<file path="src/hw/serial_line_pkg.sv">
// Constants, register selects and state types shared by the serial line unit.
package serial_line_pkg;

  // Clock and default line rate; the bit period is derived from both.
  localparam int CLK_PERIOD_NS = 4;
  localparam int LINE_BAUD     = 9600;
  localparam int BIT_CYCLES    = 1_000_000_000 / (LINE_BAUD * CLK_PERIOD_NS);
  localparam int CNT_W         = 20;
  localparam int CHAR_BITS     = 8;
  localparam int BUF_DEPTH     = 2;

  // Register selects taken from address bits 2 and 1.
  localparam logic [1:0] SEL_RX_STATUS = 2'h0;
  localparam logic [1:0] SEL_RX_BUFFER = 2'h1;
  localparam logic [1:0] SEL_TX_STATUS = 2'h2;
  localparam logic [1:0] SEL_TX_BUFFER = 2'h3;

  // Field positions inside the control/status words.
  localparam int DATASET_BIT = 15;
  localparam int DONE_BIT    = 7;
  localparam int READY_BIT   = 7;
  localparam int IE_BIT      = 6;
  localparam int ADVANCE_BIT = 0;
  localparam int BREAK_BIT   = 0;

  // Positions of the pin inputs inside the synchroniser vector.
  localparam int SYNC_W    = 6;
  localparam int SY_RXD    = 0;
  localparam int SY_CARR   = 1;
  localparam int SY_CTS    = 2;
  localparam int SY_DSR    = 3;
  localparam int SY_INIT   = 4;
  localparam int SY_DCOK   = 5;

  // Values after reset.
  localparam logic [SYNC_W-1:0] SYNC_RST     = 6'h01;
  localparam logic              TX_READY_RST = 1'b1;
  localparam logic              LINE_MARK    = 1'b1;

  typedef enum logic [1:0] {TX_IDLE, TX_START, TX_DATA, TX_STOP} tx_state_e;
  typedef enum logic [1:0] {RX_IDLE, RX_START, RX_DATA, RX_STOP} rx_state_e;

endpackage : serial_line_pkg

</file>
<file path="src/hw/char_stream_if.sv">
// Valid/ready carrier for received characters between the unit and its buffer.
`timescale 1ns/10ps
`default_nettype none
interface char_stream_if #(parameter int WIDTH = 8);
  logic             valid;
  logic             ready;
  logic [WIDTH-1:0] data;
  modport src (output valid, output data, input ready);
  modport snk (input valid, input data, output ready);
endinterface : char_stream_if
`default_nettype wire

</file>
<file path="src/hw/char_buffer.sv">
// Two-entry character buffer with valid and ready on both sides and a flush.
`timescale 1ns/10ps
`default_nettype none
module char_buffer #(
  parameter int WIDTH = 8,
  parameter int DEPTH = 2
) (
  // Clock and reset.
  input  wire logic sys_clk,
  input  wire logic rst,
  // Drops every stored entry.
  input  wire logic flush,
  // Filling and draining sides.
  char_stream_if.snk inPort,
  char_stream_if.src outPort
);

  localparam int PW = (DEPTH > 1) ? $clog2(DEPTH) : 1;
  localparam int CW = $clog2(DEPTH + 1);

  typedef struct packed {
    logic [DEPTH-1:0][WIDTH-1:0] mem;
    logic [PW-1:0]               wp;
    logic [PW-1:0]               rp;
    logic [CW-1:0]               cnt;
  } buf_state_s;

  buf_state_s q;
  buf_state_s d;
  logic       push;
  logic       pop;

  // Full and empty follow the entry count directly.
  assign inPort.ready  = (q.cnt != CW'(DEPTH));
  assign outPort.valid = (q.cnt != '0);
  assign outPort.data  = q.mem[q.rp];
  assign push          = inPort.valid && inPort.ready;
  assign pop           = outPort.valid && outPort.ready;

  // Pointers wrap at the depth; a flush empties the buffer outright.
  always_comb begin
    d = q;
    if (push) begin
      d.mem[q.wp] = inPort.data;
      d.wp        = (q.wp == PW'(DEPTH - 1)) ? '0 : q.wp + PW'(1);
    end
    if (pop) begin
      d.rp = (q.rp == PW'(DEPTH - 1)) ? '0 : q.rp + PW'(1);
    end
    d.cnt = q.cnt + CW'(push) - CW'(pop);
    if (flush) begin
      d.wp  = '0;
      d.rp  = '0;
      d.cnt = '0;
    end
  end

  // State register.
  always_ff @(posedge sys_clk) begin
    if (rst) begin
      q <= '0;
    end else begin
      q <= d;
    end
  end

  a_count_bounded: assert property (@(posedge sys_clk) disable iff (rst)
    q.cnt <= CW'(DEPTH))
    else $error("Buffer count passed its depth.");

endmodule : char_buffer
`default_nettype wire

</file>
<file path="src/hw/serial_line_unit.sv">
// Serial line unit: four program-visible registers over a small serial engine.
`timescale 1ns/10ps
`default_nettype none
module serial_line_unit #(
  parameter int BIT_CYCLES = serial_line_pkg::BIT_CYCLES
) (
  // Clock and reset.
  input  wire logic        sys_clk,
  input  wire logic        rst,
  // Register access.
  input  wire logic [2:0]  busAddr,
  input  wire logic        busRead,
  input  wire logic        busWrite,
  input  wire logic [15:0] busWrData,
  output logic      [15:0] busRdData,
  output logic             busRdValid,
  // System control levels.
  input  wire logic        busInitialize,
  input  wire logic        dcPowerOk,
  // Interrupt requests.
  output logic             rxIrq,
  output logic             txIrq,
  // Serial line and modem status.
  input  wire logic        rxd,
  output logic             txd,
  output logic             readerAdvance,
  input  wire logic        carrierDetect,
  input  wire logic        clearToSend,
  input  wire logic        dataSetReady
);

  typedef struct packed {
    logic [serial_line_pkg::SYNC_W-1:0]    sync1;
    logic [serial_line_pkg::SYNC_W-1:0]    sync2;
    logic                                  rxIe;
    logic                                  txIe;
    logic                                  brk;
    logic                                  advance;
    logic                                  txReady;
    logic [7:0]                            txHold;
    logic [7:0]                            txShift;
    serial_line_pkg::tx_state_e            txState;
    logic [serial_line_pkg::CNT_W-1:0]     txCnt;
    logic [2:0]                            txBits;
    serial_line_pkg::rx_state_e            rxState;
    logic [serial_line_pkg::CNT_W-1:0]     rxCnt;
    logic [2:0]                            rxBits;
    logic [7:0]                            rxShift;
    logic                                  rxPend;
    logic [7:0]                            rxData;
    logic [15:0]                           rdData;
    logic                                  rdValid;
    logic                                  rxIrq;
    logic                                  txIrq;
    logic                                  txd;
  } unit_state_s;

  localparam logic [serial_line_pkg::CNT_W-1:0] FULL_BIT =
    serial_line_pkg::CNT_W'(BIT_CYCLES - 1);
  localparam logic [serial_line_pkg::CNT_W-1:0] HALF_BIT =
    serial_line_pkg::CNT_W'(BIT_CYCLES / 2 - 1);

  unit_state_s q;
  unit_state_s d;
  logic [1:0]  sel;
  logic        rxdS;
  logic        initS;
  logic        dcokS;
  logic        datasetNow;
  logic        txLine;

  char_stream_if #(.WIDTH(serial_line_pkg::CHAR_BITS)) rxIn ();
  char_stream_if #(.WIDTH(serial_line_pkg::CHAR_BITS)) rxOut ();

  // Received characters wait here until software reads or writes the receive buffer, or power-ok goes low.
  char_buffer #(
    .WIDTH (serial_line_pkg::CHAR_BITS),
    .DEPTH (serial_line_pkg::BUF_DEPTH)
  ) u_rx_buffer (
    .sys_clk (sys_clk),
    .rst     (rst),
    .flush   (!dcokS),
    .inPort  (rxIn.snk),
    .outPort (rxOut.src)
  );

  // Decoded select and synchronised levels; only the second stage is read.
  assign sel         = busAddr[2:1];
  assign rxdS        = q.sync2[serial_line_pkg::SY_RXD];
  assign initS       = q.sync2[serial_line_pkg::SY_INIT];
  assign dcokS       = q.sync2[serial_line_pkg::SY_DCOK];
  assign datasetNow  = q.sync2[serial_line_pkg::SY_CARR] |
                       (q.sync2[serial_line_pkg::SY_CTS] & q.sync2[serial_line_pkg::SY_DSR]);
  assign rxIn.valid  = q.rxPend;
  assign rxIn.data   = q.rxData;
  assign rxOut.ready = (busRead || busWrite) && (sel == serial_line_pkg::SEL_RX_BUFFER);

  // Outputs straight from the state register.
  assign busRdData     = q.rdData;
  assign busRdValid    = q.rdValid;
  assign rxIrq         = q.rxIrq;
  assign txIrq         = q.txIrq;
  assign txd           = q.txd;
  assign readerAdvance = q.advance;

  // Next-state logic: synchronisers, register reads and writes, serial engines.
  always_comb begin
    d         = q;
    d.sync1   = {dcPowerOk, busInitialize, dataSetReady, clearToSend, carrierDetect, rxd};
    d.sync2   = q.sync1;
    d.rdValid = busRead;
    d.rdData  = 16'h0000;
    txLine    = serial_line_pkg::LINE_MARK;

    // Read data; unused and write-only bits read as zero.
    if (busRead) begin
      if (sel == serial_line_pkg::SEL_RX_STATUS) begin
        d.rdData[serial_line_pkg::DATASET_BIT] = datasetNow;
        d.rdData[serial_line_pkg::DONE_BIT]    = rxOut.valid;
        d.rdData[serial_line_pkg::IE_BIT]      = q.rxIe;
      end else if (sel == serial_line_pkg::SEL_RX_BUFFER) begin
        d.rdData[7:0] = rxOut.valid ? rxOut.data : 8'h00;
      end else if (sel == serial_line_pkg::SEL_TX_STATUS) begin
        d.rdData[serial_line_pkg::READY_BIT] = q.txReady;
        d.rdData[serial_line_pkg::IE_BIT]    = q.txIe;
        d.rdData[serial_line_pkg::BREAK_BIT] = q.brk;
      end
    end

    // Transmit engine takes the held character once the line is idle.
    case (q.txState)
      serial_line_pkg::TX_IDLE: begin
        if (!q.txReady) begin
          d.txShift = q.txHold;
          d.txReady = 1'b1;
          d.txCnt   = '0;
          d.txState = serial_line_pkg::TX_START;
        end
      end
      serial_line_pkg::TX_START: begin
        d.txCnt = q.txCnt + 20'h00001;
        if (q.txCnt == FULL_BIT) begin
          d.txCnt   = '0;
          d.txBits  = 3'h0;
          d.txState = serial_line_pkg::TX_DATA;
        end
      end
      serial_line_pkg::TX_DATA: begin
        d.txCnt = q.txCnt + 20'h00001;
        if (q.txCnt == FULL_BIT) begin
          d.txCnt   = '0;
          d.txShift = {1'b0, q.txShift[7:1]};
          d.txBits  = q.txBits + 3'h1;
          if (q.txBits == 3'h7) begin
            d.txState = serial_line_pkg::TX_STOP;
          end
        end
      end
      default: begin
        d.txCnt = q.txCnt + 20'h00001;
        if (q.txCnt == FULL_BIT) begin
          d.txState = serial_line_pkg::TX_IDLE;
        end
      end
    endcase

    // Register writes land after the engine, so a fresh character stays pending.
    if (busWrite) begin
      if (sel == serial_line_pkg::SEL_RX_STATUS) begin
        d.rxIe    = busWrData[serial_line_pkg::IE_BIT];
        d.advance = busWrData[serial_line_pkg::ADVANCE_BIT];
      end else if (sel == serial_line_pkg::SEL_TX_STATUS) begin
        d.txIe = busWrData[serial_line_pkg::IE_BIT];
        d.brk  = busWrData[serial_line_pkg::BREAK_BIT];
      end else if (sel == serial_line_pkg::SEL_TX_BUFFER) begin
        d.txHold  = busWrData[7:0];
        d.txReady = 1'b0;
      end
    end

    // A taken character frees the hand-off slot before a new one may land.
    if (rxIn.ready) begin
      d.rxPend = 1'b0;
    end

    // Receive engine samples mid-bit; a false start returns to idle.
    case (q.rxState)
      serial_line_pkg::RX_IDLE: begin
        if (!rxdS) begin
          d.advance = 1'b0;
          d.rxCnt   = '0;
          d.rxState = serial_line_pkg::RX_START;
        end
      end
      serial_line_pkg::RX_START: begin
        d.rxCnt = q.rxCnt + 20'h00001;
        if (q.rxCnt == HALF_BIT) begin
          d.rxCnt   = '0;
          d.rxBits  = 3'h0;
          d.rxState = rxdS ? serial_line_pkg::RX_IDLE : serial_line_pkg::RX_DATA;
        end
      end
      serial_line_pkg::RX_DATA: begin
        d.rxCnt = q.rxCnt + 20'h00001;
        if (q.rxCnt == FULL_BIT) begin
          d.rxCnt   = '0;
          d.rxShift = {rxdS, q.rxShift[7:1]};
          d.rxBits  = q.rxBits + 3'h1;
          if (q.rxBits == 3'h7) begin
            d.rxState = serial_line_pkg::RX_STOP;
          end
        end
      end
      default: begin
        d.rxCnt = q.rxCnt + 20'h00001;
        if (q.rxCnt == FULL_BIT) begin
          d.rxState = serial_line_pkg::RX_IDLE;
          if (rxdS) begin
            d.rxPend = 1'b1;
            d.rxData = q.rxShift;
          end
        end
      end
    endcase

    // Bus initialize clears the control bits; power-ok low forces ready.
    if (initS) begin
      d.rxIe    = 1'b0;
      d.txIe    = 1'b0;
      d.brk     = 1'b0;
      d.advance = 1'b0;
    end
    if (!dcokS) begin
      d.txReady = 1'b1;
      d.rxPend  = 1'b0;
    end

    // Line level and interrupt levels.
    if (d.txState == serial_line_pkg::TX_START) begin
      txLine = 1'b0;
    end else if (d.txState == serial_line_pkg::TX_DATA) begin
      txLine = d.txShift[0];
    end
    d.txd   = d.brk ? 1'b0 : txLine;
    d.rxIrq = rxOut.valid && q.rxIe;
    d.txIrq = q.txReady && q.txIe;
  end

  // State register.
  always_ff @(posedge sys_clk) begin
    if (rst) begin
      q         <= '0;
      q.sync1   <= serial_line_pkg::SYNC_RST;
      q.sync2   <= serial_line_pkg::SYNC_RST;
      q.txReady <= serial_line_pkg::TX_READY_RST;
      q.txd     <= serial_line_pkg::LINE_MARK;
    end else begin
      q <= d;
    end
  end

  a_dataset_read: assert property (@(posedge sys_clk) disable iff (rst)
    (busRead && sel == serial_line_pkg::SEL_RX_STATUS) |=> busRdData[15] == $past(datasetNow))
    else $error("Dataset status read back wrong.");

  a_unused_zero: assert property (@(posedge sys_clk) disable iff (rst)
    (busRead && sel != serial_line_pkg::SEL_RX_BUFFER) |=> busRdData[14:8] == 7'h00 && busRdData[5:1] == 5'h00)
    else $error("Unused status bits not zero.");

  a_rxbuf_high_zero: assert property (@(posedge sys_clk) disable iff (rst)
    (busRead && sel == serial_line_pkg::SEL_RX_BUFFER) |=> busRdData[15:8] == 8'h00)
    else $error("Receive buffer high byte not zero.");

  a_done_dropped: assert property (@(posedge sys_clk) disable iff (rst)
    !dcokS |=> !rxOut.valid)
    else $error("Receiver done survived power-ok low.");

  a_rx_irq_level: assert property (@(posedge sys_clk) disable iff (rst)
    ##1 rxIrq == $past(rxOut.valid && q.rxIe))
    else $error("Receiver request does not follow done and enable.");

  a_init_clears: assert property (@(posedge sys_clk) disable iff (rst)
    initS |=> !q.rxIe && !q.txIe && !q.brk)
    else $error("Bus initialize left a control bit set.");

  a_advance_start: assert property (@(posedge sys_clk) disable iff (rst)
    (q.rxState == serial_line_pkg::RX_IDLE && !rxdS) |=> !readerAdvance)
    else $error("Reader advance not cleared by start bit.");

  a_ready_powerup: assert property (@(posedge sys_clk) disable iff (rst)
    !dcokS |=> q.txReady)
    else $error("Transmit ready not forced during power-up.");

  a_ready_on_load: assert property (@(posedge sys_clk) disable iff (rst)
    (busWrite && sel == serial_line_pkg::SEL_TX_BUFFER && dcokS) |=> !q.txReady)
    else $error("Transmit ready still set after a load.");

  a_tx_irq_level: assert property (@(posedge sys_clk) disable iff (rst)
    ##1 txIrq == $past(q.txReady && q.txIe))
    else $error("Transmitter request does not follow ready and enable.");

  a_break_space: assert property (@(posedge sys_clk) disable iff (rst)
    q.brk |-> !txd)
    else $error("Line not at space during break.");

endmodule : serial_line_unit
`default_nettype wire

</file>
<file path="config.mk">
export PLATFORM = sky130hd
export DESIGN_NAME = serial_line_unit
export DESIGN_NICKNAME = d
export VERILOG_FILES = /design/src/hw/serial_line_pkg.sv /design/src/hw/char_stream_if.sv /design/src/hw/char_buffer.sv /design/src/hw/serial_line_unit.sv
export SDC_FILE = /design/constraint.sdc
export NUM_CORES = 1
export LEC_CHECK = 0
export BUFFER_PORTS_ARGS = -buffer_cell sky130_fd_sc_hd__buf_2
export CAP_MARGIN = 20
export CORE_AREA = 10 10 117 119
export DETAILED_ROUTE_END_ITERATION = 10
export DIE_AREA = 0 0 127 129
export PLACE_DENSITY = 0.77
export SYNTH_ARGS = -nofsm -noshare
export SYNTH_HDL_FRONTEND = slang
export SYNTH_HIERARCHICAL = 1
export SYNTH_SLANG_ARGS = --single-unit
</file>
<file path="constraint.sdc">
create_clock -name sys_clk -period 2.6 [get_ports sys_clk]
set_clock_uncertainty 0.1 [all_clocks]
set_input_delay 0.13 -clock sys_clk [delete_from_list [all_inputs] [get_ports sys_clk]]
set_output_delay 0.13 -clock sys_clk [all_outputs]
set_load 0.05 [all_outputs]
</file>
==> out/results.txt <==
Vias in the first global route = 4336
Final Worst Setup Slack = 0.277 ns
Critical Path AT = 2.51 ns
Starting DRC count in detailed routing = 359
DRC = 0
Top cell type's share of synthesized area = 45.3%
Die Height = 129 µm
Final period utilization = 89.3%
Clk sinks = 133
Core box area = 11300 µm²
CTS tree = built
Netlist cell types = 62
Post-synthesis async set-or-reset flop share = 0%
Pleak = 2.60 nW
Post-DP HPWL = 8130 µm
Aggregate negative setup slack = 0 ns
Peak supply drop = 0.585 mV
FMAX = 430 MHz
Initial antenna violation count = 0
CTS Buf Count = 17
Post-cts resize count = 0
Root Driver = clkbuf_16
First drt pass iteration count = 4
Slew HR = 43.9%
Power density cells = 689 nW/µm²
Synth warn = 6
Tmin final = 2.32 ns
Nets@finish = 723
Clk Latency, worst-skew pair = 0.41 ns
RSZ-0062 raised after global routing = false
Synth Instances = 649
Commonest cells post-synth = 133 x dfxtp_1, 76 x nor2_1, 48 x nand2_1
Setup crit end kind = flip-flop
Worst setup SP type = flip-flop
Largest stage delay, worst path = 0.54 ns
# IOs = 50
Clock Tree Buf Depth = 2
Final number of max-transition violations = 0
Top FF cell, synth = dfxtp_1
Slowest CP cell = or4b_1
Post-synthesis sequential area ratio = 45.3%
Crit Path Category = flip-flop to flip-flop
Wire per inst = 14.5 µm
Worst Hold Class = input pin to flip-flop
Vias = 4543
Share of post-route cells with drive strength above 1 = 13.5%
Initial core utilization = 51.9%
Post-synthesis register bit count = 133
Routed wire length = 12200 µm
Syn avg cell area = 9.05 µm²
RR Startpoint = q[48]$_SDFFE_PP0P_
GRT Residual Overflow = 0
Worst Hold Margin = 0.0434 ns
Pwr Total = 4.70 mW
Worst Setup SP = q[48]$_SDFFE_PP0P_
First-pass GRT wire length = 20500 µm
Cts hold-fix bufs = 17
Place WS = 0.298 ns
Hold Path Origin = rst
Worst reg2reg setup slack = 0.28 ns
Crit-path max FO = 20
GRT Resource Usage Total = 15.0%
Crit path required time = 2.79 ns
# diodes = 0
PortBufs = 33
Final setup fails = 0
Status = completed
Largest net degree at the start of global routing = 77
Mapped Area = 5870 µm²
Row count = 39
Setup bufs post-CTS = 0
CP cell instances = or4b_1, nor4_1, and2_1, or4_1, buf_4, nor2_1
Top cell type by total area after synthesis = dfxtp_1
Synth area leaders = dfxtp_1 45%, mux2i_1 4.9%, nor2_1 4.9%, xnor2_1 3.3%, nand2_1 3.1%
EDFF count, synth = 0
Antenna viol nets, final = 0
H-tree Lvls = 4
Layout Area Growth over Synthesis = 16.1%
GPL Wtd Cong = 0.837
Routed vias/inst = 5.41
Top-count cell post-synth = dfxtp_1
Die Area = 16400 µm²
Die X = 127 µm
Clk slew on worst S/H paths = 0.06 ns
Max_cap viols = 0
Hold Vio Cnt, Final = 0
Worst Tran Pin Value = 0.836 ns
Final Util = 60.2%
metal layers:
| layer | part of all wire [%] | GRT usage, % | up-vias | routed length [µm] |
|---|---|---|---|---|
| li1 | - | - | 2285 | - |
| met1 | 45 | 17.7 | 2152 | 5530 |
| met2 | 49 | 24.9 | 82 | 5940 |
| met3 | 4.1 | 4.80 | 24 | 495 |
| met4 | 2.0 | 5.89 | 0 | 247 |
| met5 | 0 | 0 | - | 0 |
kinds of logic (layout without fill, tap and decap cells):
| logic type | count (synthesis) | after routing | synth area share (%) |
|---|---|---|---|
| AND/OR/NAND/NOR | 277 | 277 | 25.1 |
| flip-flops | 133 | 133 | 45.3 |
| AO/OA/AOI/OAI | 84 | 84 | 8.88 |
| buffers and inverters | 67 | 109 | 6.03 |
| XOR/XNOR | 40 | 40 | 5.96 |
| multiplexers | 37 | 37 | 6.48 |
| adder cells (fa/ha/maj) | 10 | 10 | 2.13 |
| other | 1 | 7 | 0.0638 |
stage by stage:
step,cells,area [µm²]
2_1_floorplan,655,5900
3_3_place_gp,791,6020
3_5_place_dp,791,6020
4_1_cts,840,6820
5_1_grt,840,6820
6_report,840,6820
flip-flops by register name, indices dropped and copies added (netlist names):
register and count:
q 82, d 6, txIrq 1, txd 1, rxIn.data 8, rxIn.valid 1
readerAdvance 1, u_rx_buffer/q 20, dcokS 1, busRdData 9, initS 1, busRdValid 1
rxIrq 1
critical path, delay by kind of cell (launching register included):
family	cells	cell delay [ns]
buffers and inverters	1	0.24
flip-flops	1	0.34
AND/OR/NAND/NOR	5	1.52
cell type report:
class / instances / area [µm²]
clock inverters: 6 / 87.6
repair buffers: 56 / 393
multi-input cells: 455 / 2880
fillers: 962 / 4500
clock buffers: 26 / 539
inverters: 21 / 78.8
well taps: 143 / 179
flip-flops and latches: 133 / 2660
power by group:
part	total (mW)	switching (mW)	internal [mW]
registers	2.07	0.0124	2.06
logic	0.170	0.109	0.0613
clock network	2.45	0.838	1.62
total	4.70	0.960	3.74
worst paths after layout:
path,cells past startpoint,endpoint
max,6,q[53]$_SDFFE_PP0P_
max reg2reg,6,q[53]$_SDFFE_PP0P_
min reg2reg,1,q[108]$_SDFF_PP1_
min,2,u_rx_buffer/q[2]$_SDFFE_PP0P_
placed cells by master (no fill, tap or decap), types with 3 or more instances in the layout:
cell type        n
o21a_1           3
inv_1           19
nor2_1          76
buf_4            5
and2_1           9
dlygate4sd3_1   17
nand2b_1        20
xnor2_1         22
mux2i_1         29
o21ai_0         22
buf_2           33
nor3_1          14
dfxtp_1        133
a21oi_1         29
nand4_1         13
clkbuf_8         8
clkbuf_16       17
xor2_1          18
nor2b_1         20
or2_2            3
ha_1            10
mux2_2           8
nor4_1           7
clkinvlp_4       3
a211oi_1         3
nand3_1         25
conb_1           7
a22oi_1          8
nand2_1         48
a32oi_1          3
and3_1          16
nor3b_1          3
a31oi_1          5
(Power assumes the default switching activity.)
